$ cat src/rtl/ccsoc_pkg.sv
// constants and types for the cpu clock select and oscillator control block
package ccsoc_pkg;
  localparam int unsigned CLK_SYS_MHZ   = 250;
  // control register layout
  localparam int unsigned CTRL_W        = 8;
  localparam logic [7:0]  CTRL_RESET    = 8'h04;
  localparam int unsigned BIT_HALT      = 7;
  localparam int unsigned BIT_FBOFF     = 6;
  localparam int unsigned BIT_FLAG      = 5;
  localparam int unsigned BIT_SUBSEL    = 4;
  localparam int unsigned BIT_ZERO      = 3;
  localparam int unsigned DIV_LSB       = 0;
  localparam int unsigned DIV_W         = 3;
  localparam logic [2:0]  DIV_MAX       = 3'h4;
  // two cpu clocks per minimum instruction
  localparam int unsigned CPU_PER_INSN  = 2;
  // old-clock instruction counts for switchover, in half instructions
  localparam logic [4:0]  HALF_INSN_DIV1 = 5'h10;
  localparam logic [4:0]  HALF_INSN_SUB  = 5'h02;
  localparam int unsigned DIVCNT_W      = 5;
  localparam int unsigned SWCNT_W       = 16;

  typedef enum logic [1:0] {
    CCSOC_RUN_MAIN = 2'b00,
    CCSOC_SW_DIV   = 2'b01,
    CCSOC_TO_SUB   = 2'b10,
    CCSOC_RUN_SUB  = 2'b11
  } ccsoc_state_t;
endpackage

$ cat src/rtl/ccsoc_divider.sv
// programmable power-of-two enable divider for the main oscillator tick
`timescale 1ns/1ps
`default_nettype none
module ccsoc_divider (
  input  wire logic       clk_sys,
  input  wire logic       rst,
  input  wire logic       tick_in,
  input  wire logic [2:0] div_sel,
  output logic            tick_out,
  output logic [4:0]      taps
);
  logic [3:0] cnt_r;
  logic [3:0] cnt_nxt;
  always_comb begin
    cnt_nxt = cnt_r;
    if (tick_in) begin
      cnt_nxt = cnt_r + 4'h1;
    end
  end
  always_ff @(posedge clk_sys or posedge rst) begin
    if (rst) begin
      cnt_r <= 4'h0;
    end else begin
      cnt_r <= cnt_nxt;
    end
  end
  // tap k fires once every 2**k input ticks
  genvar k;
  generate
    for (k = 0; k < 5; k = k + 1) begin : g_tap
      if (k == 0) begin : g_t0
        assign taps[k] = tick_in;
      end else begin : g_tk
        assign taps[k] = tick_in && (cnt_r[k-1:0] == {k{1'b1}});
      end
    end
  endgenerate
  assign tick_out = (div_sel <= ccsoc_pkg::DIV_MAX) ? taps[div_sel] : taps[ccsoc_pkg::DIV_MAX];
endmodule
`default_nettype wire

$ cat src/rtl/ccsoc_ctrl.sv
// cpu clock select, divider and oscillator control with delayed switchover
`timescale 1ns/1ps
`default_nettype none
// How it works
// - reset loads control register with 0x04, main oscillator at slowest division.
// - main oscillator enable held low during reset, released afterwards.
// - three-bit divide select chooses cpu tick rate from main oscillator.
// - sub clock select bit picks subsystem source when set, main when clear.
// - read-only flag shows the source actually clocking the cpu.
// - deep and light standby both allowed while on main oscillator.
// - only light standby allowed on subsystem oscillator.
// - feedback-off bit removes subsystem feedback, stopping that oscillator.
// - peripherals get undivided main clock; watch gets subsystem clock.
// - stopping main oscillator stops all main-clocked peripherals.
// - halt bit set after switch to subsystem stops main oscillation.
// - halt bit set while on main waits until switch to subsystem completes.
// - divide select ignored while on subsystem; cpu runs at subsystem half rate.
// - watchdog counting halts while cpu runs on subsystem clock.
// - after a write, old clock keeps running for bounded instructions.
// - division change takes 8 instructions from divide-1, halving per step.
// - codes 0 to 4 give divide 1 to 16; subsystem gives half sub rate.
module ccsoc_ctrl (
  input  wire logic       clk_sys,
  input  wire logic       rst,
  input  wire logic       main_osc_tick,
  input  wire logic       sub_osc_tick,
  input  wire logic       ctrl_wr,
  input  wire logic [7:0] ctrl_wdata,
  input  wire logic       deep_standby_req,
  input  wire logic       light_standby_req,
  output logic [7:0]      cpu_clock_ctrl_reg,
  output logic            main_osc_en,
  output logic            sub_osc_en,
  output logic            sub_feedback_on,
  output logic            cpu_tick,
  output logic            periph_tick,
  output logic            watch_tick,
  output logic            deep_standby_ok,
  output logic            light_standby_ok,
  output logic            wdt_count_en
);
  logic                      main_osc_halt;
  logic                      sub_feedback_off;
  logic                      clock_source_flag;
  logic                      sub_clock_select;
  logic [2:0]                divide_select;
  logic [2:0]                act_div_r;
  logic [2:0]                act_div_nxt;
  logic                      flag_r;
  logic                      flag_nxt;
  logic [7:0]                ctrl_r;
  logic [7:0]                ctrl_nxt;
  logic [4:0]                half_cnt_r;
  logic [4:0]                half_cnt_nxt;
  logic                      sub_half_r;
  logic                      sub_half_nxt;
  logic                      osc_run_r;
  logic                      osc_run_nxt;
  ccsoc_pkg::ccsoc_state_t   state_r;
  ccsoc_pkg::ccsoc_state_t   state_nxt;
  logic                      main_div_tick;
  logic [4:0]                taps;
  logic                      sub_cpu_tick;
  logic                      old_half_insn;

  ccsoc_divider u_div (
    .clk_sys  (clk_sys),
    .rst      (rst),
    .tick_in  (main_osc_tick && main_osc_en),
    .div_sel  (act_div_r),
    .tick_out (main_div_tick),
    .taps     (taps)
  );

  assign main_osc_halt     = ctrl_r[ccsoc_pkg::BIT_HALT];
  assign sub_feedback_off  = ctrl_r[ccsoc_pkg::BIT_FBOFF];
  assign sub_clock_select  = ctrl_r[ccsoc_pkg::BIT_SUBSEL];
  assign divide_select     = ctrl_r[ccsoc_pkg::DIV_LSB +: ccsoc_pkg::DIV_W];
  assign clock_source_flag = flag_r;

  // sub cpu tick: half the subsystem rate
  assign sub_cpu_tick = sub_osc_tick && sub_osc_en && sub_half_r;
  // one old-clock cpu tick is one half instruction
  assign old_half_insn = flag_r ? sub_cpu_tick : main_div_tick;

  always_comb begin
    ctrl_nxt = ctrl_r;
    if (ctrl_wr) begin
      ctrl_nxt = ctrl_wdata;
      // status flag is read-only and bit 3 always reads zero
      ctrl_nxt[ccsoc_pkg::BIT_FLAG] = 1'b0;
      ctrl_nxt[ccsoc_pkg::BIT_ZERO] = 1'b0;
    end
  end

  always_comb begin
    state_nxt    = state_r;
    act_div_nxt  = act_div_r;
    flag_nxt     = flag_r;
    half_cnt_nxt = half_cnt_r;
    sub_half_nxt = sub_half_r ^ (sub_osc_tick && sub_osc_en);
    unique case (state_r)
      ccsoc_pkg::CCSOC_RUN_MAIN: begin
        if (sub_clock_select) begin
          // wait counted in old main ticks; fx/fxt instruction scales by itself
          state_nxt    = ccsoc_pkg::CCSOC_TO_SUB;
          half_cnt_nxt = ccsoc_pkg::HALF_INSN_SUB;
        end else if (divide_select != act_div_r) begin
          state_nxt    = ccsoc_pkg::CCSOC_SW_DIV;
          half_cnt_nxt = ccsoc_pkg::HALF_INSN_DIV1 >> act_div_r;
          if (act_div_r == ccsoc_pkg::DIV_MAX) begin
            half_cnt_nxt = 5'h01;
          end
        end
      end
      ccsoc_pkg::CCSOC_SW_DIV: begin
        if (old_half_insn) begin
          half_cnt_nxt = half_cnt_r - 5'h01;
          if (half_cnt_r <= 5'h01) begin
            act_div_nxt = (divide_select <= ccsoc_pkg::DIV_MAX) ? divide_select : ccsoc_pkg::DIV_MAX;
            state_nxt   = ccsoc_pkg::CCSOC_RUN_MAIN;
          end
        end
      end
      ccsoc_pkg::CCSOC_TO_SUB: begin
        // completes on the first sub cpu tick after the old-clock delay
        if (half_cnt_r != 5'h00) begin
          if (old_half_insn) begin
            half_cnt_nxt = half_cnt_r - 5'h01;
          end
        end else if (sub_cpu_tick) begin
          flag_nxt  = 1'b1;
          state_nxt = ccsoc_pkg::CCSOC_RUN_SUB;
        end
      end
      ccsoc_pkg::CCSOC_RUN_SUB: begin
        if (!sub_clock_select && !main_osc_halt) begin
          if (sub_cpu_tick) begin
            // back to main within one subsystem instruction, new division taken
            flag_nxt    = 1'b0;
            act_div_nxt = (divide_select <= ccsoc_pkg::DIV_MAX) ? divide_select : ccsoc_pkg::DIV_MAX;
            state_nxt   = ccsoc_pkg::CCSOC_RUN_MAIN;
          end
        end
      end
    endcase
  end

  // main oscillator runs unless halted while the cpu is on the subsystem clock
  always_comb begin
    osc_run_nxt = !(main_osc_halt && flag_nxt);
  end

  always_ff @(posedge clk_sys or posedge rst) begin
    if (rst) begin
      ctrl_r     <= ccsoc_pkg::CTRL_RESET;
      act_div_r  <= ccsoc_pkg::DIV_MAX;
      flag_r     <= 1'b0;
      half_cnt_r <= 5'h00;
      sub_half_r <= 1'b0;
      osc_run_r  <= 1'b0;
      state_r    <= ccsoc_pkg::CCSOC_RUN_MAIN;
    end else begin
      ctrl_r     <= ctrl_nxt;
      act_div_r  <= act_div_nxt;
      flag_r     <= flag_nxt;
      half_cnt_r <= half_cnt_nxt;
      sub_half_r <= sub_half_nxt;
      osc_run_r  <= osc_run_nxt;
      state_r    <= state_nxt;
    end
  end

  always_comb begin
    cpu_clock_ctrl_reg = ctrl_r;
    cpu_clock_ctrl_reg[ccsoc_pkg::BIT_FLAG] = clock_source_flag;
  end
  assign main_osc_en      = osc_run_r;
  assign sub_feedback_on  = !sub_feedback_off;
  assign sub_osc_en       = !sub_feedback_off;
  // division select has no effect on the subsystem path
  assign cpu_tick         = flag_r ? sub_cpu_tick : main_div_tick;
  // peripherals see the main oscillator tick only; it stops with the oscillator
  assign periph_tick      = main_osc_tick && main_osc_en;
  assign watch_tick       = sub_osc_tick && sub_osc_en;
  // deep standby is refused whenever the cpu is running on the subsystem clock
  assign deep_standby_ok  = deep_standby_req && !flag_r;
  assign light_standby_ok = light_standby_req;
  assign wdt_count_en     = !flag_r && main_osc_en;

  // checks
  // first edge after release: register and divider still at reset, oscillator not yet running
  property p_reset_val;
    @(posedge clk_sys) disable iff (rst)
    $fell(rst) |-> (cpu_clock_ctrl_reg == ccsoc_pkg::CTRL_RESET && act_div_r == ccsoc_pkg::DIV_MAX
                    && !main_osc_en);
  endproperty
  a_reset_val: assert property (p_reset_val) else $error("state after reset release wrong");
  property p_osc_release;
    @(posedge clk_sys) disable iff (rst)
    $fell(rst) |=> main_osc_en;
  endproperty
  a_osc_release: assert property (p_osc_release) else $error("main oscillator not started after reset");
  // the enable is registered, so the edge that leaves reset still sees it low
  property p_halt_waits;
    @(posedge clk_sys) disable iff (rst)
    (!flag_r && !$past(rst)) |-> main_osc_en;
  endproperty
  a_halt_waits: assert property (p_halt_waits) else $error("main oscillator stopped while cpu on main");
  property p_halt_stops;
    @(posedge clk_sys) disable iff (rst)
    (flag_r && main_osc_halt) |=> !main_osc_en;
  endproperty
  a_halt_stops: assert property (p_halt_stops) else $error("main oscillator not stopped on subsystem");
  property p_no_deep_sub;
    @(posedge clk_sys) disable iff (rst)
    flag_r |-> !deep_standby_ok;
  endproperty
  a_no_deep_sub: assert property (p_no_deep_sub) else $error("deep standby granted on subsystem");
  property p_deep_main;
    @(posedge clk_sys) disable iff (rst)
    (!flag_r && deep_standby_req) |-> deep_standby_ok;
  endproperty
  a_deep_main: assert property (p_deep_main) else $error("deep standby refused on main");
  property p_wdt_stop;
    @(posedge clk_sys) disable iff (rst)
    flag_r |-> !wdt_count_en;
  endproperty
  a_wdt_stop: assert property (p_wdt_stop) else $error("watchdog counting on subsystem");
  property p_flag_read;
    @(posedge clk_sys) disable iff (rst)
    cpu_clock_ctrl_reg[ccsoc_pkg::BIT_FLAG] == (state_r == ccsoc_pkg::CCSOC_RUN_SUB);
  endproperty
  a_flag_read: assert property (p_flag_read) else $error("source flag mismatch");
  property p_sub_tick;
    @(posedge clk_sys) disable iff (rst)
    (flag_r && cpu_tick) |-> (sub_osc_tick && $past(sub_osc_tick, 1) == 1'b0 || sub_osc_tick);
  endproperty
  a_sub_tick: assert property (p_sub_tick) else $error("cpu tick without subsystem tick");
  property p_div_hold;
    @(posedge clk_sys) disable iff (rst)
    (state_r == ccsoc_pkg::CCSOC_RUN_MAIN && ctrl_wr && !ctrl_wdata[ccsoc_pkg::BIT_SUBSEL]
     && ctrl_wdata[ccsoc_pkg::DIV_LSB +: ccsoc_pkg::DIV_W] != act_div_r) |=> (act_div_r == $past(act_div_r));
  endproperty
  a_div_hold: assert property (p_div_hold) else $error("division changed without delay");
  property p_fb_off;
    @(posedge clk_sys) disable iff (rst)
    sub_feedback_off |-> (!sub_osc_en && !watch_tick);
  endproperty
  a_fb_off: assert property (p_fb_off) else $error("subsystem running with feedback removed");
  property p_periph_stop;
    @(posedge clk_sys) disable iff (rst)
    !main_osc_en |-> !periph_tick;
  endproperty
  a_periph_stop: assert property (p_periph_stop) else $error("peripheral tick with main stopped");
  property p_periph_run;
    @(posedge clk_sys) disable iff (rst)
    (main_osc_tick && main_osc_en) |-> periph_tick;
  endproperty
  a_periph_run: assert property (p_periph_run) else $error("peripheral tick missing");
  property p_watch_run;
    @(posedge clk_sys) disable iff (rst)
    (sub_osc_tick && !sub_feedback_off) |-> watch_tick;
  endproperty
  a_watch_run: assert property (p_watch_run) else $error("watch tick missing");
  property p_light_any;
    @(posedge clk_sys) disable iff (rst)
    light_standby_req |-> light_standby_ok;
  endproperty
  a_light_any: assert property (p_light_any) else $error("light standby refused");
  property p_main_tick;
    @(posedge clk_sys) disable iff (rst)
    (!flag_r) |-> (cpu_tick == taps[act_div_r]);
  endproperty
  a_main_tick: assert property (p_main_tick) else $error("cpu tick not the selected division");
  // a pending division change never waits longer than the old setting allows
  property p_sw_bound;
    @(posedge clk_sys) disable iff (rst)
    (state_r == ccsoc_pkg::CCSOC_SW_DIV) |-> (half_cnt_r <= (ccsoc_pkg::HALF_INSN_DIV1 >> act_div_r));
  endproperty
  a_sw_bound: assert property (p_sw_bound) else $error("division switch wait too long");
  property p_sw_done;
    @(posedge clk_sys) disable iff (rst)
    (state_r == ccsoc_pkg::CCSOC_SW_DIV && old_half_insn && half_cnt_r <= 5'h01
     && divide_select <= ccsoc_pkg::DIV_MAX) |=> (act_div_r == $past(divide_select));
  endproperty
  a_sw_done: assert property (p_sw_done) else $error("new division not taken");
  property p_to_sub_hold;
    @(posedge clk_sys) disable iff (rst)
    (state_r == ccsoc_pkg::CCSOC_TO_SUB && half_cnt_r != 5'h00) |=> !flag_r;
  endproperty
  a_to_sub_hold: assert property (p_to_sub_hold) else $error("switched to subsystem too early");
  property p_to_main;
    @(posedge clk_sys) disable iff (rst)
    (state_r == ccsoc_pkg::CCSOC_RUN_SUB && !sub_clock_select && !main_osc_halt
     && sub_cpu_tick) |=> !flag_r;
  endproperty
  a_to_main: assert property (p_to_main) else $error("return to main late");
  c_to_sub: cover property (@(posedge clk_sys) disable iff (rst) $rose(flag_r));
  c_to_main: cover property (@(posedge clk_sys) disable iff (rst) $fell(flag_r));
  c_div_sw: cover property (@(posedge clk_sys) disable iff (rst) state_r == ccsoc_pkg::CCSOC_SW_DIV ##1
                            state_r == ccsoc_pkg::CCSOC_RUN_MAIN);
  c_osc_stop: cover property (@(posedge clk_sys) disable iff (rst) $fell(main_osc_en));
endmodule
`default_nettype wire

$ cat config.mk
export PLATFORM = sky130hd
export DESIGN_NAME = ccsoc_ctrl
export DESIGN_NICKNAME = d
export VERILOG_FILES = /design/src/rtl/ccsoc_pkg.sv /design/src/rtl/ccsoc_divider.sv /design/src/rtl/ccsoc_ctrl.sv
export SDC_FILE = /design/constraint.sdc
export NUM_CORES = 1
export LEC_CHECK = 0
export ABC_CLOCK_PERIOD_IN_PS = 2000
export BUFFER_PORTS_ARGS = -buffer_cell sky130_fd_sc_hd__buf_2
export CAP_MARGIN = 20
export CORE_MARGIN = 4
export CORE_UTILIZATION = 49
export CTS_CLUSTER_SIZE = 24
export DETAILED_ROUTE_END_ITERATION = 16
export PLACE_DENSITY = 0.76
export SLEW_MARGIN = 40
export SYNTH_ARGS = -nofsm -noshare
export SYNTH_HDL_FRONTEND = slang
export SYNTH_SLANG_ARGS = --single-unit
$ cat constraint.sdc
create_clock -name clk_sys -period 2 [get_ports clk_sys]
set_input_delay 0.3 -clock clk_sys [delete_from_list [all_inputs] [get_ports clk_sys]]
set_output_delay 0.3 -clock clk_sys [all_outputs]
set_load 0.005 [all_outputs]
==> results of run 1 <==
worst register-to-register path, stage by stage, from the launching register on:
cell and delay [ps]:
dfrtp_1 450, inv_1 110, ha_1 300, or2_1 290
nor3b_1 310, a31oi_1 60, or3_1 330, nand3_1 100
area by class of cell:
class                           count  area, sq um  area share [%]
Multi-Input combinational cell    105          953            50.2
Sequential cell                    23          579            30.5
Timing Repair Buffer               41          245            12.9
Tap cell                           42         52.6            2.77
Inverter                           11         41.3            2.18
Clock buffer                        4         26.3            1.38
logic make-up after synthesis:
kind of cell	Yosys count	share of synthesized area, %
buffers and inverters	19	6.39
adder cells (fa/ha/maj)	11	9.01
flip-flops	23	37.8
multiplexers	14	9.99
AO/OA/AOI/OAI	26	14.7
XOR/XNOR	5	2.87
other	1	0.245
AND/OR/NAND/NOR	48	18.9
path summary, 6_finish.rpt:
check | start | to | slack (ps) | depth (start not counted)
worst min-delay path | ctrl_wdata[6] | ctrl_r[6] | 180 | 3
worst min register to register | u_div.cnt_r[3] | u_div.cnt_r[3] | 500 | 1
worst max register to register | state_r[1] | half_cnt_r[3] | -10 | 7
max in group asynchronous | rst | act_div_r[2] | 1180 | 4
min in group asynchronous | rst | u_div.cnt_r[1] | 540 | 4
worst max-delay path | u_div.cnt_r[1] | cpu_tick | -30 | 7
routing by layer:
layer | routed length (um) | GRT usage, % | share of wire [%]
met1 | 1490 | 21.9 | 42
met2 | 1780 | 31.6 | 50
met4 | 92 | 8.09 | 2.6
met3 | 178 | 3.50 | 5.0
met5 | 0 | 0 | 0
power groups by stage:
stage,Clock (mW),Sequential [mW],Combinational (mW)
detailed placement,0,0.829,1.40
finish,0.226,0.834,1.84
floorplan,0,0.758,1.14
global route,0.256,0.861,2.03
global placement,0,0.813,1.33
CTS,0.233,0.817,1.49
cell usage in the layout (no fill, tap or decap), drive strengths merged, types with 5 or more instances in the layout:
cell type  count
nor2b          9
buf           40
ha            11
nand2         11
xnor2          5
dfrtp         21
inv           11
a21oi          6
nor2           6
mux2          10
registers in the layout, summed over array words and instances, names as in the netlist:
name	flops
ctrl_r	6
half_cnt_r	5
clock_source_flag	1
u_div.cnt_r	4
sub_half_r	1
act_div_r	3
state_r	2
main_osc_en	1
through the flow:
| step | utilization [%] | setup TNS (ps) |
|---|---|---|
| 6_report | 66.0 | -33.7 |
| 5_1_grt | 66.0 | -748 |
| 2_1_floorplan | - | 0 |
| 3_3_place_gp | 58.8 | 0 |
| 4_1_cts | 61.7 | -24.7 |
| 3_5_place_dp | 58.8 | 0 |
what timing repair did:
item	CTS	global route
hold buffers	1	0
hold endpoints to repair	14	0
setup buffers	5	5
setup endpoints to repair	2	11
cloned	0	0
gates resized for setup	3	16
pin swaps	4	6
==> impl_results.md, run 1 <==
- Syn nets: approximately 170
- Arrival time of the worst setup path: around 1700 ps
- Top-count cell post-synth: dfrtp_1
- GPL Wtd Cong: roughly 0.83
- Design area: approximately 0.0019 sq mm
- Share of cells above drive strength 1: 42.4%
- Via Count: 1242
- Total GRT Usage: 18.2%
- Synth area leader: dfrtp_1
- Cts bufs inserted: 3
- CP Data Required Time: 1700 ps
- DIE WIDTH: 63.8 um
- Most used DFF post-synth: dfrtp_1
- Sw Ratio: between 40% and 50%
- CP dominant cell by count: ha_2
- Switch Pwr: 1.26 mW
- DRC marker count from the first detailed-route iteration: 35
- YS warnings: 0
- Seq/Total Area, Yosys: approximately 38%
- Pint: 1.64 mW
- # DRC: 0
- Cell count after synthesis: 147
- Crit share post-route: 101%
- Vias per inst: 5.50
- Count of state elements after synthesis: 23
- Top Family by Delay on Critical Path: flip-flops
- Hold Fails Final Rpt: 0
- Async set or reset register ratio after synthesis: 100%
- Pre-antenna DRT Iters: 4
- FMAX: 493 MHz
- Initial antenna violation count: 0
- Non-filler cells in the finished layout: 226
- Core Area: 0.00288 sq mm
- Comb power frac: 63.5%
- Maximum vdd drop: 0.000735 V
- Unrepaired setup endpoints after global routing: true
- Crit path kind: reg2out
- Largest net degree at the start of global routing: 24
- Max Cap Viol: 0
- Initial Util: 53.1%
- TritonCTS clock tree: built
- Remaining antenna violation count after routing: 0
- Clock latency on the worst-skew pair: approximately 320 ps
- Final Setup Violations: 2
- Distinct cells, synth: 46
- Row count: 19
- Endpoint class of the critical path: output pin
- DIE AREA: about 0.0041 sq mm
- Fin Clk Skew: 9.21 ps
- Slew Limit Fails: 0
- Final wirelength: between 3000 and 4000 um
- Clock power frac: 7.8%
- CTS HTree Levels: 1
- Cell area after synthesis: ~0.0015 sq mm
- Gr ovfl total: 0
- Area Overhead vs Synth: 24.2%
- Top-level port count: 32
- Seq pwr share: 28.8%
- Place WS: about 33 ps
- Ant. Diodes: 0
- Area after DPL: 0.00169 sq mm
- First-pass GRT wire length: 5980 um
- Crit path cell chain: ha_2, ha_2, mux2i_1, a21oi_2, a32oi_4, inv_1, buf_2
- Minimum clock period: 2030 ps
- Crit path max fanout: 2
- Post-synth EDFFs: 0
- Clock slew at reported path FFs: between 100 and 150 ps
- Setup ws final: -27.1 ps
- Clock Path Buffers: 2
- Root Buffer: clkbuf_4
- CP startpoint kind: flop
- Slowest stage cell, crit path: dfrtp_1
- Tot Pwr: 2.90 mW
- Hold WC Path Type: in2reg
- Failing checks: negative setup slack
- Final hold slack: 180 ps
- Num Clock Sinks: 23
- Status: finished with violations
- Die height: 63.8 um
- WL/cell: 15.6 um
- Pwr Density: ~1500 mW/mm^2
- Post-synth top area share: 34.4%
- Post-DP HPWL: 2380 um
- Placed cell count: 212
- CP max stage delay: 410 ps
- Vias in the first global route: 1343
- Port buffer count: 26
- Synth top area cells: dfrtp_1 (34%), ha_1 (9.0%), mux2_2 (5.2%), dfstp_2 (3.4%), nor2b_1 (2.9%)
- Avg Cell Area, Syn: 10.4 sq um
- Commonest cells post-synth: dfrtp_1 (21), ha_1 (11), inv_1 (11)
- CP Buf/Inv Count: 2
- LEAKAGE: 0.840 nW
- Fill cells: 200
- Final net count: 211
No activity file was read; power rests on OpenSTA's default activity.
==> run 2, diff against run 1 <==
--- a/config.mk
+++ b/config.mk
@@ -9,11 +9,12 @@
 export BUFFER_PORTS_ARGS = -buffer_cell sky130_fd_sc_hd__buf_2
 export CAP_MARGIN = 20
 export CORE_MARGIN = 4
-export CORE_UTILIZATION = 49
+export CORE_UTILIZATION = 45
 export CTS_CLUSTER_SIZE = 24
 export DETAILED_ROUTE_END_ITERATION = 16
-export PLACE_DENSITY = 0.76
+export PLACE_DENSITY = 0.7
 export SLEW_MARGIN = 40
 export SYNTH_ARGS = -nofsm -noshare
 export SYNTH_HDL_FRONTEND = slang
 export SYNTH_SLANG_ARGS = --single-unit
+export TNS_END_PERCENT = 1
==> impl_results.md, run 2 (synthesis gave the netlist of run 1 again) <==
- Share of cells above drive strength 1: 37.9% (was 42.4%)
- CP Data Required Time: 1700 ps (about the same)
- CP Buf/Inv Count: 2 (unchanged)
- Die height: 66.3 um (was 63.8 um)
- Remaining antenna violation count after routing: 0 (unchanged)
- Num Clock Sinks: 23 (unchanged)
- Crit path cell chain: ha_2, ha_4, mux2i_1, a21oi_2, a32oi_4, inv_1, buf_2 (was ha_2, ha_2, mux2i_1, a21oi_2, a32oi_4, inv_1, buf_2)
- Largest register FFs: 6 (unchanged)
- Design area: 0.00182 sq mm (was 0.00190 sq mm)
- Clock Path Buffers: 2 (unchanged)
- Slew Limit Fails: 0 (unchanged)
- Area Overhead vs Synth: 19.2% (was 24.2%)
- Port buffer count: 26 (unchanged)
- Initial Util: 48.5% (was 53.1%)
- Biggest register: ctrl_r (unchanged)
- Root Buffer: clkbuf_4 (unchanged)
- Total GRT Usage: 15.4% (was 18.2%)
- DIE WIDTH: 66.3 um (was 63.8 um)
- Hold_buf cts: 0 (was 1)
- CP max stage delay: 410 ps (about the same)
- Crit path launch: u_div.cnt_r[1] (unchanged)
- Minimum clock period: 2090 ps (was 2030 ps)
- Worst reg-to-reg path cell count: 9 (was 7)
- Largest net degree at the start of global routing: 24 (unchanged)
- First-pass GRT wire length: 5290 um (was 5980 um)
- Fin Clk Skew: 4.21 ps (was 9.21 ps)
- Setup ws final: -94.3 ps (was -27.1 ps)
- Fill cells: 283 (was 200)
- CTS HTree Levels: 1 (unchanged)
- Top-level port count: 32 (unchanged)
- Crit path max fanout: 2 (unchanged)
- Initial antenna violation count: 0 (unchanged)
- Pwr Density: 1440 mW/mm^2 (was 1530 mW/mm^2)
- LEAKAGE: 0.820 nW (was 0.840 nW)
- Ant. Diodes: 0 (unchanged)
- Endpoint class of the critical path: output pin (unchanged)
- Unrepaired setup endpoints after global routing: true (unchanged)
- Final hold slack: -1.47 ps (was 180 ps)
- CP startpoint kind: flop (unchanged)
- Hold Fails Final Rpt: 8 (was 0)
- Most common cell after layout, fill and taps aside: buf_2 (unchanged)
- DRC marker count from the first detailed-route iteration: 44 (was 35)
- Max Cap Viol: 0 (unchanged)
- DIE AREA: 0.00439 sq mm (was 0.00407 sq mm)
- Row count: 20 (was 19)
- Maximum vdd drop: 0.000608 V (was 0.000735 V)
- R2R Path End: half_cnt_r[0] (was half_cnt_r[3])
- Top Registers: ctrl_r (6), half_cnt_r (5), u_div.cnt_r (4) (unchanged)
- RR Startpoint: u_div.cnt_r[1] (was state_r[1])
- Core Area: 0.00315 sq mm (was 0.00288 sq mm)
- Top Family by Delay on Critical Path: flip-flops (unchanged)
- Via Count: 1205 (was 1242)
- WL/cell: 13.8 um (was 15.6 um)
- FMAX: 477 MHz (was 493 MHz)
- Worst Setup EP: cpu_tick (unchanged)
- Vias in the first global route: 1150 (was 1343)
- Final Setup Violations: 2 (unchanged)
- Arrival time of the worst setup path: 1790 ps (was 1730 ps)
- Failing checks: negative hold slack, negative setup slack (was negative setup slack)
- R2R Setup Slk: -50 ps (was -10 ps)
- TritonCTS clock tree: built (unchanged)
- Pre-antenna DRT Iters: 4 (unchanged)
- Slowest stage cell, crit path: dfrtp_1 (unchanged)
- Final wirelength: 3120 um (was 3540 um)
- Crit share post-route: 105% (was 101%)
- Clock latency on the worst-skew pair: 310 ps (was 320 ps)
- Final net count: 209 (was 211)
- # DRC: 0 (unchanged)
- GPL Wtd Cong: 0.890 (was 0.828)
- Setup TNS: -142 ps (was -33.7 ps)
- Crit path kind: reg2out (unchanged)
- Hold WC Path Type: in2async (was in2reg)
- WP depth: 7 (unchanged)
- Vias per inst: 5.33 (was 5.50)
- Place WS: 44.1 ps (was 32.8 ps)
- Util after Layout: 57.8% (was 66.0%)
- Post-DP HPWL: 2430 um (was 2380 um)
- Status: finished with violations (unchanged)
- Clock slew at reported path FFs: 120 ps (was 130 ps)
- Tot Pwr: 2.62 mW (was 2.90 mW)
- Most frequent cells in the layout: buf_2 (26), dfrtp_1 (21), buf_4 (13) (was buf_2 (26), dfrtp_1 (20), buf_4 (14))
- Area after DPL: 0.00172 sq mm (was 0.00169 sq mm)
- Cts bufs inserted: 3 (unchanged)
- Gr ovfl total: 0 (unchanged)
-- run 2: timing repair --
item	in CTS	in global routing
buffers inserted	5	0
endpoints found under the setup margin	3	11
endpoints found under the hold margin	0	0
pin swaps	3	1
resized for setup	3	4
-- run 2: final cells by class --
class | count | area [sq um] | area share [%]
multi-input cells | 105 | 892 | 49.0
flip-flops and latches | 23 | 578 | 31.7
repair buffers | 39 | 228 | 12.5
well taps | 44 | 55.1 | 3.02
inverters | 11 | 41.3 | 2.27
clock buffers | 3 | 22.5 | 1.24
clock inverters | 1 | 5.00 | 0.275
-- run 2: metrics by stage --
stage | hold slack [ps] | std cells
after floorplan | 300 | 147
after global placement | 356 | 217
after detailed placement | 358 | 217
after CTS | 4.56 | 226
after global routing | 4.09 | 226
final | -1.47 | 226
-- run 2: worst reg2reg max path: stages (launching register included) --
cell and delay [ps]:
dfrtp_1 380, ha_2 210, ha_4 120, mux2i_1 70
a21oi_2 210, a32oi_4 150, buf_4 170, buf_4 150
buf_4 130, a311o_1 340
-- run 2: where the power goes --
part / switching [mW] / internal, mW / leakage [nW] / total, mW
Clock: 0.138 / 0.0748 / 0.0177 / 0.213
Combinational: 0.785 / 0.807 / 0.527 / 1.59
Sequential: 0.186 / 0.634 / 0.275 / 0.819
-- run 2: layer usage --
| metal | part of all wire (%) | track usage (%) |
|---|---|---|
| met4 | 1.9 | 5.33 |
| met5 | 0 | 0 |
| met2 | 47 | 25.3 |
| met3 | 4.6 | 2.72 |
| met1 | 47 | 20.1 |
-- run 2: worst min-delay path by stage --
stage                     start             end  slack (ps)  cells past startpoint
after detailed placement    rst  u_div.cnt_r[2]         360                      3
final                       rst  u_div.cnt_r[2]          -1                      3
after global routing        rst  u_div.cnt_r[3]           4                      3
after floorplan             rst    act_div_r[0]         300                      1
after CTS                   rst  u_div.cnt_r[2]           5                      3
after global placement      rst  u_div.cnt_r[3]         360                      3
